==> config.mk <==
export PLATFORM = sky130hd
export DESIGN_NAME = psa_top
export DESIGN_NICKNAME = d
export VERILOG_FILES = /design/src/hdl/psa_pkg.sv /design/src/hdl/psa_top.sv /design/src/hdl/psa_sync.sv
export VERILOG_INCLUDE_DIRS = /design/src /design/src/hdl
export SDC_FILE = /design/constraint.sdc
export NUM_CORES = 1
export LEC_CHECK = 0
export BUFFER_PORTS_ARGS = -buffer_cell sky130_fd_sc_hd__buf_2
export CAP_MARGIN = 20
export CORE_MARGIN = 4
export CORE_UTILIZATION = 50
export DETAILED_ROUTE_END_ITERATION = 10
export PLACE_DENSITY_LB_ADDON = 0.15
export SKIP_LAST_GASP = 1
export SLEW_MARGIN = 20
export SYNTH_ARGS = -nofsm -noshare
export SYNTH_HDL_FRONTEND = slang
export SYNTH_HIERARCHICAL = 1
export SYNTH_SLANG_ARGS = --single-unit
export TNS_END_PERCENT = 50
==> constraint.sdc <==
create_clock -name clk_i -period 2.4 [get_ports clk_i]
set_clock_uncertainty 0.15 [all_clocks]
set_input_delay 0.24 -clock clk_i [delete_from_list [all_inputs] [get_ports clk_i]]
set_output_delay 0.24 -clock clk_i [all_outputs]
set_load 0.05 [all_outputs]
==> src/hdl/psa_defines.svh <==
// constants of the port status, interrupt and automatic choice block
`ifndef PSA_DEFINES_SVH
`define PSA_DEFINES_SVH

// register offsets of the local serial interface
`define PSA_REG_STATUS    8'h01
`define PSA_REG_CONTROL   8'h02
`define PSA_REG_AUX       8'h03

// control register fields
`define PSA_CTRL_SEL_LSB  0
`define PSA_CTRL_SEL_MSB  1
`define PSA_CTRL_PRIO_LSB 3
`define PSA_CTRL_PRIO_MSB 4
`define PSA_CTRL_AUTO_BIT 5
`define PSA_CTRL_PWR_LSB  6
`define PSA_CTRL_PWR_MSB  7

// auxiliary register fields
`define PSA_AUX_EDGE_LSB  0
`define PSA_AUX_EDGE_MSB  1
`define PSA_AUX_DDC_LSB   2
`define PSA_AUX_DDC_MSB   3

// reset values
`define PSA_CONTROL_RST   8'h00
`define PSA_AUX_RST       8'h00
`define PSA_BYTE_ZERO     8'h00

// serial interface framing
`define PSA_BITS_PER_BYTE 4'h8
`define PSA_DEV_ADDR_DEF  7'h2C

`endif

==> src/hdl/psa_pkg.sv <==
// types shared by the port status, interrupt and automatic choice block
package psa_pkg;

    typedef enum logic [2:0] {
        PSA_IDLE,
        PSA_ADDR,
        PSA_ACK_ADDR,
        PSA_WRITE,
        PSA_ACK_WRITE,
        PSA_READ,
        PSA_READ_ACK
    } psa_i2c_state_t;

    // per-port sense inputs from the pins and the clock detectors
    typedef struct packed {
        logic [3:0] source_power_sense;
        logic [3:0] clock_detect;
    } psa_port_sense_t;

    // byte returned at the status offset
    typedef struct packed {
        logic       reserved;
        logic       clock_detect;
        logic [1:0] selected_port;
        logic [3:0] source_power_sense;
    } psa_status_t;

endpackage

==> src/hdl/psa_top.sv <==
// port status, interrupt, automatic port choice and local serial target
`timescale 1ns/1ps
`include "psa_defines.svh"

// Summary of operation
// - in register mode an interrupt is a low-to-high step of irq_o
// - power sense, selected port or its clock detect changing raises it
// - offset 0x01 reads power sense, selected port and clock detect
// - reading offset 0x01 drops the interrupt output low
// - in pin mode irq_o mirrors the selected port's clock detect
// - automatic choice only in register mode, control bits 3 to 5
// - automatic choice uses priority field and four power sense bits
// - any of the four ports may be the priority port
// - select pin picks register interface or control pins
// - serial interface is target only: port, edge, power, ddc level
// - any-power flag is high while any power sense input is high
// - selected hotplug follows sink, others follow their power sense
module psa_top #(
    parameter logic [6:0] DEV_ADDR = `PSA_DEV_ADDR_DEF  // arbitrary value
) (
    input  wire logic                      clk_i,          // 100 MHz clock
    input  wire logic                      rst_n_i,        // sync reset, low
    input  wire psa_pkg::psa_port_sense_t  port_sense_i,   // per-port pins
    input  wire logic                      sink_hotplug_in_i, // sink hotplug
    input  wire logic                      reg_mode_sel_i, // high: registers
    input  wire logic [1:0]                port_sel_pins_i, // pin port select
    input  wire logic                      scl_i,          // serial clock
    input  wire logic                      sda_i,          // serial data in
    output logic                           sda_o,          // data out, low
    output logic                           sda_oe_o,       // pulls sda low
    output logic                           irq_o,          // interrupt/detect
    output logic                           any_source_power_flag_o, // power
    output logic [3:0]                     port_hotplug_out_o, // per port
    output logic [1:0]                     selected_port_o, // active port
    output logic [1:0]                     power_mode_o,   // power setting
    output logic [1:0]                     edge_rate_o,    // output edge rate
    output logic [1:0]                     ddc_low_level_select_o // ddc level
);
    import psa_pkg::*;

    // =====================================================================
    // input synchronisation
    // =====================================================================
    logic [3:0]  pwr;
    logic [3:0]  clk_det;
    logic        sink_hp;
    logic        reg_mode;
    logic [1:0]  pin_sel;
    logic        scl;
    logic        sda;

    psa_sync #(.W(14)) u_sync (
        .clk_i   (clk_i),
        .rst_n_i (rst_n_i),
        .async_i ({port_sense_i.source_power_sense,
                   port_sense_i.clock_detect,
                   sink_hotplug_in_i, reg_mode_sel_i,
                   port_sel_pins_i, scl_i, sda_i}),
        .sync_o  ({pwr, clk_det, sink_hp, reg_mode, pin_sel, scl, sda})
    );

    // =====================================================================
    // serial target state
    // =====================================================================
    psa_i2c_state_t state_q;
    logic           scl_prev_q;
    logic           sda_prev_q;
    logic [7:0]     shreg_q;
    logic [3:0]     bit_cnt_q;
    logic [7:0]     ptr_q;
    logic           ptr_phase_q;
    logic           rw_q;
    logic           more_q;
    logic           drv_low_q;
    logic [7:0]     control_q;
    logic [7:0]     aux_q;
    logic           status_read;
    logic           wr_stb;
    logic [7:0]     rd_byte;

    logic [1:0]     sel_q;
    psa_status_t    status;

    logic scl_rise;
    logic scl_fall;
    logic start_cond;
    logic stop_cond;

    assign scl_rise   = scl && !scl_prev_q;
    assign scl_fall   = !scl && scl_prev_q;
    assign start_cond = scl && scl_prev_q && sda_prev_q && !sda;
    assign stop_cond  = scl && scl_prev_q && !sda_prev_q && sda;

    always_ff @(posedge clk_i) begin
        if (!rst_n_i) begin
            scl_prev_q <= 1'b1;
            sda_prev_q <= 1'b1;
        end else begin
            scl_prev_q <= scl;
            sda_prev_q <= sda;
        end
    end

    // readable byte at the current pointer
    always_comb begin
        unique case (ptr_q)
            `PSA_REG_STATUS:  rd_byte = status;
            `PSA_REG_CONTROL: rd_byte = control_q;
            `PSA_REG_AUX:     rd_byte = aux_q;
            default:          rd_byte = `PSA_BYTE_ZERO;
        endcase
    end

    // target-only protocol engine: never drives scl
    always_ff @(posedge clk_i) begin
        if (!rst_n_i) begin
            state_q     <= PSA_IDLE;
            shreg_q     <= `PSA_BYTE_ZERO;
            bit_cnt_q   <= '0;
            ptr_q       <= `PSA_BYTE_ZERO;
            ptr_phase_q <= 1'b0;
            rw_q        <= 1'b0;
            more_q      <= 1'b0;
            drv_low_q   <= 1'b0;
        end else if (!reg_mode || stop_cond) begin
            state_q   <= PSA_IDLE;
            drv_low_q <= 1'b0;
        end else if (start_cond) begin
            state_q   <= PSA_ADDR;
            bit_cnt_q <= '0;
            drv_low_q <= 1'b0;
        end else if (scl_rise) begin
            unique case (state_q)
                PSA_ADDR, PSA_WRITE: begin
                    shreg_q   <= {shreg_q[6:0], sda};
                    bit_cnt_q <= bit_cnt_q + 4'h1;
                end
                PSA_READ_ACK: more_q <= !sda;
                default: ;
            endcase
        end else if (scl_fall) begin
            unique case (state_q)
                PSA_ADDR: begin
                    if (bit_cnt_q == `PSA_BITS_PER_BYTE) begin
                        if (shreg_q[7:1] == DEV_ADDR) begin
                            rw_q      <= shreg_q[0];
                            drv_low_q <= 1'b1;
                            state_q   <= PSA_ACK_ADDR;
                        end else begin
                            state_q <= PSA_IDLE;
                        end
                    end
                end
                PSA_ACK_ADDR: begin
                    if (rw_q) begin
                        shreg_q   <= rd_byte;
                        drv_low_q <= !rd_byte[7];
                        bit_cnt_q <= 4'h1;
                        ptr_q     <= ptr_q + 8'h01;
                        state_q   <= PSA_READ;
                    end else begin
                        drv_low_q   <= 1'b0;
                        bit_cnt_q   <= '0;
                        ptr_phase_q <= 1'b1;
                        state_q     <= PSA_WRITE;
                    end
                end
                PSA_WRITE: begin
                    if (bit_cnt_q == `PSA_BITS_PER_BYTE) begin
                        if (ptr_phase_q) begin
                            ptr_q       <= shreg_q;
                            ptr_phase_q <= 1'b0;
                        end else begin
                            ptr_q <= ptr_q + 8'h01;
                        end
                        drv_low_q <= 1'b1;
                        state_q   <= PSA_ACK_WRITE;
                    end
                end
                PSA_ACK_WRITE: begin
                    drv_low_q <= 1'b0;
                    bit_cnt_q <= '0;
                    state_q   <= PSA_WRITE;
                end
                PSA_READ: begin
                    if (bit_cnt_q == `PSA_BITS_PER_BYTE) begin
                        drv_low_q <= 1'b0;
                        state_q   <= PSA_READ_ACK;
                    end else begin
                        shreg_q   <= {shreg_q[6:0], 1'b0};
                        drv_low_q <= !shreg_q[6];
                        bit_cnt_q <= bit_cnt_q + 4'h1;
                    end
                end
                PSA_READ_ACK: begin
                    if (more_q) begin
                        shreg_q   <= rd_byte;
                        drv_low_q <= !rd_byte[7];
                        bit_cnt_q <= 4'h1;
                        ptr_q     <= ptr_q + 8'h01;
                        state_q   <= PSA_READ;
                    end else begin
                        state_q <= PSA_IDLE;
                    end
                end
                PSA_IDLE: ;
            endcase
        end
    end

    // a byte leaves for the host when loaded at these two points
    assign status_read = reg_mode && !stop_cond && !start_cond && scl_fall
                         && ptr_q == `PSA_REG_STATUS
                         && ((state_q == PSA_ACK_ADDR && rw_q)
                             || (state_q == PSA_READ_ACK && more_q));

    assign wr_stb = reg_mode && !stop_cond && !start_cond && scl_fall
                    && state_q == PSA_WRITE && !ptr_phase_q
                    && bit_cnt_q == `PSA_BITS_PER_BYTE;

    assign sda_o    = 1'b0;
    assign sda_oe_o = drv_low_q;

    // =====================================================================
    // writable registers
    // =====================================================================
    always_ff @(posedge clk_i) begin
        if (!rst_n_i) begin
            control_q <= `PSA_CONTROL_RST;
            aux_q     <= `PSA_AUX_RST;
        end else if (wr_stb) begin
            if (ptr_q == `PSA_REG_CONTROL)
                control_q <= shreg_q;
            if (ptr_q == `PSA_REG_AUX)
                aux_q <= shreg_q;
        end
    end

    // =====================================================================
    // port selection
    // =====================================================================
    logic [1:0] prio;
    logic [1:0] auto_sel;
    logic [1:0] cand;
    logic       found;
    logic [1:0] sel_d;

    assign prio =
        control_q[`PSA_CTRL_PRIO_MSB:`PSA_CTRL_PRIO_LSB];

    // walk from the priority port onward; hold if nothing is powered
    always_comb begin
        cand     = 2'h0;
        found    = 1'b0;
        auto_sel = sel_q;
        for (int k = 0; k < 4; k++) begin
            cand = prio + 2'(k);
            if (!found && pwr[cand]) begin
                auto_sel = cand;
                found    = 1'b1;
            end
        end
    end

    always_comb begin
        if (!reg_mode)
            sel_d = pin_sel;
        else if (control_q[`PSA_CTRL_AUTO_BIT])
            sel_d = auto_sel;
        else
            sel_d = control_q[`PSA_CTRL_SEL_MSB:`PSA_CTRL_SEL_LSB];
    end

    always_ff @(posedge clk_i) begin
        if (!rst_n_i)
            sel_q <= 2'h0;
        else
            sel_q <= sel_d;
    end

    // =====================================================================
    // status and interrupt
    // =====================================================================
    logic [3:0] pwr_prev_q;
    logic [1:0] sel_prev_q;
    logic       det_prev_q;
    logic       sel_det;
    logic       irq_q;
    logic       irq_event;
    logic       irq_out_q;

    assign sel_det = clk_det[sel_q];

    always_comb begin
        status                    = '0;
        status.clock_detect       = sel_det;
        status.selected_port      = sel_q;
        status.source_power_sense = pwr;
    end

    always_ff @(posedge clk_i) begin
        if (!rst_n_i) begin
            pwr_prev_q <= 4'h0;
            sel_prev_q <= 2'h0;
            det_prev_q <= 1'b0;
        end else begin
            pwr_prev_q <= pwr;
            sel_prev_q <= sel_q;
            det_prev_q <= sel_det;
        end
    end

    assign irq_event = reg_mode && (pwr != pwr_prev_q
                       || sel_q != sel_prev_q || sel_det != det_prev_q);

    // a new event in the clearing cycle keeps the request pending
    always_ff @(posedge clk_i) begin
        if (!rst_n_i)
            irq_q <= 1'b0;
        else if (irq_event)
            irq_q <= 1'b1;
        else if (status_read || !reg_mode)
            irq_q <= 1'b0;
    end

    always_ff @(posedge clk_i) begin
        if (!rst_n_i)
            irq_out_q <= 1'b0;
        else if (reg_mode)
            irq_out_q <= irq_q;
        else
            irq_out_q <= sel_det;
    end

    // =====================================================================
    // pin outputs
    // =====================================================================
    logic [3:0] hp_q;
    logic       any_pwr_q;
    logic [1:0] pmode_q;

    always_ff @(posedge clk_i) begin
        if (!rst_n_i) begin
            hp_q      <= 4'h0;
            any_pwr_q <= 1'b0;
            pmode_q   <= 2'h0;
        end else begin
            for (int i = 0; i < 4; i++)
                hp_q[i] <= (sel_q == 2'(i)) ? sink_hp : pwr[i];
            any_pwr_q <= |pwr;
            pmode_q   <= reg_mode
                         ? control_q[`PSA_CTRL_PWR_MSB:`PSA_CTRL_PWR_LSB]
                         : 2'h0;
        end
    end

    assign irq_o                   = irq_out_q;
    assign any_source_power_flag_o = any_pwr_q;
    assign port_hotplug_out_o      = hp_q;
    assign selected_port_o         = sel_q;
    assign power_mode_o            = pmode_q;
    assign edge_rate_o = aux_q[`PSA_AUX_EDGE_MSB:`PSA_AUX_EDGE_LSB];
    assign ddc_low_level_select_o = aux_q[`PSA_AUX_DDC_MSB:`PSA_AUX_DDC_LSB];

endmodule

==> src/hdl/psa_sync.sv <==
// two-stage synchroniser for asynchronous pin levels
`timescale 1ns/1ps
module psa_sync #(
    parameter int W = 1
) (
    input  wire logic         clk_i,    // system clock
    input  wire logic         rst_n_i,  // synchronous reset, active low
    input  wire logic [W-1:0] async_i,  // level from outside the domain
    output logic      [W-1:0] sync_o    // level safe to use
);

    logic [W-1:0] meta_q;
    logic [W-1:0] sync_q;

    always_ff @(posedge clk_i) begin
        if (!rst_n_i) begin
            meta_q <= '0;
            sync_q <= '0;
        end else begin
            meta_q <= async_i;
            sync_q <= meta_q;
        end
    end

    assign sync_o = sync_q;

endmodule

==> metrics list <==
- The share of synthesized area in the top cell type comes to 0.408.
- Pin placement for this block handled 32 I/O pins.
* Finished Core Util: 0.578
* Reg2reg end: bit_cnt_q[2]
- Summed over all layers, the routed wires come to 10.6 mm.
- For this run, the leading register cell type out of synthesis is sky130_fd_sc_hd__dfxtp_1.
* X dimension of the die: 102 um
- For this configuration, the core starts out at a cell density of 0.512.
- The share of the Yosys chip area taken by registers is 0.408.
- In this run, synthesis inferred 0 flip-flops with an integrated enable.
- After global routing the overflow that remains totals 0.
* DRC marker count from the first detailed-route iteration: 218
- The worst register-to-register path begins at bit_cnt_q[0].
- Across the run, the number of max-cap violations was 0.
- In this run the most critical hold path is launched from rst_n_i.
* Top cell types by occurrence after synthesis: sky130_fd_sc_hd__dfxtp_1 (91), sky130_fd_sc_hd__nand2_1 (56), sky130_fd_sc_hd__nor2_1 (35)
* Setup_tns: 0 ns
- Asr flop ratio synth: 0
* Endpoint arrival time on the critical path: 2.32 ns
- After floorplanning, the core was divided into 34 placement rows.
- The longest clock path from root to sink contains 2 buffers.
* Total number of vias: 3709
- RSZ-0062 raised after global routing: false
- Simple-gate portion of the synthesized area: 0.240
* Post-synthesis area per instance: 9.02 um^2
* Setup violations, final: 0
- The worst register-to-register path has a depth of 8.
- In the final design database the tool counted 555 nets.
- Number of antenna violations at the first check in global routing: 0
- Net count of the mapped netlist: 519
* Critical path endpoint category: register
* Cell family with most CP delay: compound AO/OA/AOI/OAI gates
* Power density over the cells: 559 nW/um^2
- Maximum fanout along the worst path: 8
- After clock tree synthesis, the clock-pin slew on the worst setup and hold paths is 0.11 ns.
- CP Data Required Time: 2.49 ns
* Most common cell in the netlist: sky130_fd_sc_hd__dfxtp_1
- Post-synth cell types: 71
* Die Span Y: 102 um
- After synthesis the cells add up to 4460 um^2.
* CTS buffer count: 9
- Measured against the total synthesized area, the mux share comes to 0.0575.
- Entering global routing, the biggest net connects 51 pins.
* Global-route wire length before repair: 17.8 mm
- The slowest stage of the critical path belongs to the cell sky130_fd_sc_hd__dfxtp_1.
- Worst hold path depth: 4
- Avg WL per Cell: 16.5 um
- Depth of the CTS H-tree: 3
- Post-synthesis to final-layout area growth: 13.0%
- End of the worst hold path: bit_cnt_q[3]
- Post-synthesis instance total: 495
* Max-slew headroom: 0.596
- Using the TritonRoute via totals, the vias-per-cell ratio works out to 5.76.
- Highest cell delay on the worst timing path: 0.38 ns
- For this design the static power due to leakage is 2.11 nW.
* Max-slew violation count: 0
* Run status: finished, final reports clean
- TritonCTS Sinks: 91
* # port buffers: 30
* Class of the most critical hold timing path: input pin to register
- Counting both buffers and inverters, the worst setup path holds a total of 2.
- The setup path with the least slack is of type register to register.
- Overall track demand over capacity in global routing: 0.216
- The pre-antenna-repair detailed-routing pass consisted of 5 iterations.
* Setup slack of the most critical reg-to-reg path: 0.18 ns
- The congestion estimate from routability-driven global placement came to 0.890.
- Of the available clock period, the critical path in the final layout requires 0.927.
* Cell-by-cell listing of the critical path: inv_1 > ha_1 > and3b_1 > a221oi_2 > a222oi_1 > buf_4 > o311ai_0 > o41ai_1
- Number of global-route vias before repair: 3519
* DRT antenna net count: 0
* Ant. Diodes: 0
- The critical path crosses 8 cells after its start point.
- Half-perimeter wire length after placement: 7.21 mm
* Clk Tree Root Cell: sky130_fd_sc_hd__clkbuf_8
- For this run, the number of Yosys warnings is 6.
* # DRC: 0
* Post-synthesis cell type with the largest combined area: sky130_fd_sc_hd__dfxtp_1
* Complex-gate fraction of the synthesized area: 0.188
* Crit start category: register
- Adder-cell share of the synthesized area: 0.0224
* Clock tree from TritonCTS: yes
- Final min period: 2.22 ns
- Top achievable clock speed: 450 MHz
- The die covers 10500 um^2.
- Dominant combinational cell family by area after synthesis: simple AND/OR/NAND/NOR gates
* Top cells by area in the synthesized netlist: sky130_fd_sc_hd__dfxtp_1 (41%), sky130_fd_sc_hd__nand2_1 (4.7%), sky130_fd_sc_hd__mux2i_1 (4.5%)
- Final Hold Violating Endpoints: 0
- Worst IR Drop VDD: 263 uV
- In this run the standard cell core region covers 8720 um^2.
- For the pin with the worst max-slew slack, the measured transition is 0.600 ns.
* Clock insertion delay at the later pin of the skew report: 0.37 ns
- Of the cells placed in the final design, the portion with a size suffix greater than 1 is 0.203.
- Synth Area in XOR/XNOR: 0.0157
- Number of synthesized register bits: 91
==> worst register-to-register path, cell delays in order, from the launching register on <==
cell and delay (ns):
sky130_fd_sc_hd__dfxtp_1 0.38, sky130_fd_sc_hd__inv_1 0.07, sky130_fd_sc_hd__ha_1 0.20, sky130_fd_sc_hd__and3b_1 0.24, sky130_fd_sc_hd__a221oi_2 0.29, sky130_fd_sc_hd__a222oi_1 0.13, sky130_fd_sc_hd__buf_4 0.18, sky130_fd_sc_hd__o311ai_0 0.34
sky130_fd_sc_hd__o41ai_1 0.13
==> power by group <==
group	total, mW	internal [mW]	switching, mW	leakage (nW)
Combinational	0.201	0.0858	0.115	1.26
Sequential	1.56	1.54	0.0214	0.741
Clock	1.05	0.416	0.639	0.103
Total	2.82	2.04	0.776	2.11
==> sequential cells by signal (all words and copies together) (netlist names) <==
register                 cells
u_sync/meta_q               14
u_sync/sync_o               14
aux_q                        8
control_q                    8
ptr_q                        8
shreg_q                      8
bit_cnt_q                    4
port_hotplug_out_o           4
pwr_prev_q                   4
state_q                      3
power_mode_o                 2
sel_prev_q                   2
selected_port_o              2
any_source_power_flag_o      1
det_prev_q                   1
irq_o                        1
irq_q                        1
more_q                       1
ptr_phase_q                  1
rw_q                         1
scl_prev_q                   1
sda_oe_o                     1
sda_prev_q                   1
==> routing by layer <==
layer  up-vias  wire, um  track usage  part of all wire
met5         -         0            0                 0
met4         0        79       0.0505            0.0075
met3         8       488       0.0430             0.046
met2        95      5110        0.347              0.48
met1      1775      4930        0.299              0.46
li1       1831         -            -                 -
==> logic make-up after synthesis <==
family,after synthesis
other cells,1
fa+ha+maj,8
mux,23
compound gates,115
buf+inv,59
xor+xnor,8
flops,91
simple gates,190
==> cell usage in the layout (no fill, tap or decap), types with 4 or more instances in the layout <==
| cell type | count |
|---|---|
| sky130_fd_sc_hd__clkbuf_8 | 9 |
| sky130_fd_sc_hd__and3_1 | 5 |
| sky130_fd_sc_hd__a21oi_1 | 21 |
| sky130_fd_sc_hd__nand2b_1 | 12 |
| sky130_fd_sc_hd__a31oi_1 | 4 |
| sky130_fd_sc_hd__buf_4 | 21 |
| sky130_fd_sc_hd__o211a_1 | 6 |
| sky130_fd_sc_hd__a222oi_1 | 8 |
| sky130_fd_sc_hd__o211ai_1 | 10 |
| sky130_fd_sc_hd__xnor2_1 | 5 |
| sky130_fd_sc_hd__ha_1 | 8 |
| sky130_fd_sc_hd__nor2_1 | 35 |
| sky130_fd_sc_hd__nor2b_1 | 4 |
| sky130_fd_sc_hd__and2_1 | 9 |
| sky130_fd_sc_hd__nand4_1 | 5 |
| sky130_fd_sc_hd__buf_2 | 30 |
| sky130_fd_sc_hd__o31ai_1 | 6 |
| sky130_fd_sc_hd__inv_1 | 17 |
| sky130_fd_sc_hd__nand2_1 | 56 |
| sky130_fd_sc_hd__and2_2 | 22 |
| sky130_fd_sc_hd__nand3b_1 | 6 |
| sky130_fd_sc_hd__nor3_1 | 5 |
| sky130_fd_sc_hd__dlygate4sd3_1 | 14 |
| sky130_fd_sc_hd__mux2i_1 | 20 |
| sky130_fd_sc_hd__nand3_1 | 6 |
| sky130_fd_sc_hd__dfxtp_1 | 91 |
| sky130_fd_sc_hd__o21ai_0 | 20 |
==> repair_timing <==
| action | CTS | global route |
|---|---|---|
| hold buffers | 14 | 0 |
| gates resized for setup | 0 | 1 |
| hold endpoints to repair | 14 | 0 |
| endpoints found under the setup margin | 0 | 4 |
| setup buffers | 0 | 1 |
==> per-stage QoR <==
step	total power [mW]	cells	worst slack, ns	instance area (um^2)	hold slack, ns
floorplan	1.72	495	0.254	4460	0.217
global placement	1.77	613	0.163	4690	0.267
detailed placement	1.78	613	0.0415	4690	0.274
CTS	2.85	643	0.0171	5030	0.105
global route	2.94	644	0.0446	5040	0.123
finish	2.82	644	0.176	5040	0.115
==> cell type report <==
class,count,area (um^2)
Tap cell,108,135
Sequential cell,91,1820
Multi-Input combinational cell,345,2350
Fill cell,757,3680
Timing Repair Buffer,66,468
Clock buffer,9,124
Clock inverter,7,81.3
Inverter,18,67.6
==> worst max-delay path by stage <==
stage,from,endpoint,slack (ns)
4_1_cts,bit_cnt_q[0],bit_cnt_q[0],0.02
5_1_grt,bit_cnt_q[0],bit_cnt_q[2],0.04
3_5_place_dp,bit_cnt_q[0],bit_cnt_q[0],0.04
2_1_floorplan,selected_port_o[1],shreg_q[6],0.25
3_3_place_gp,bit_cnt_q[0],bit_cnt_q[0],0.16
6_report,bit_cnt_q[0],bit_cnt_q[2],0.18
No activity file was read; power rests on OpenSTA's default activity.
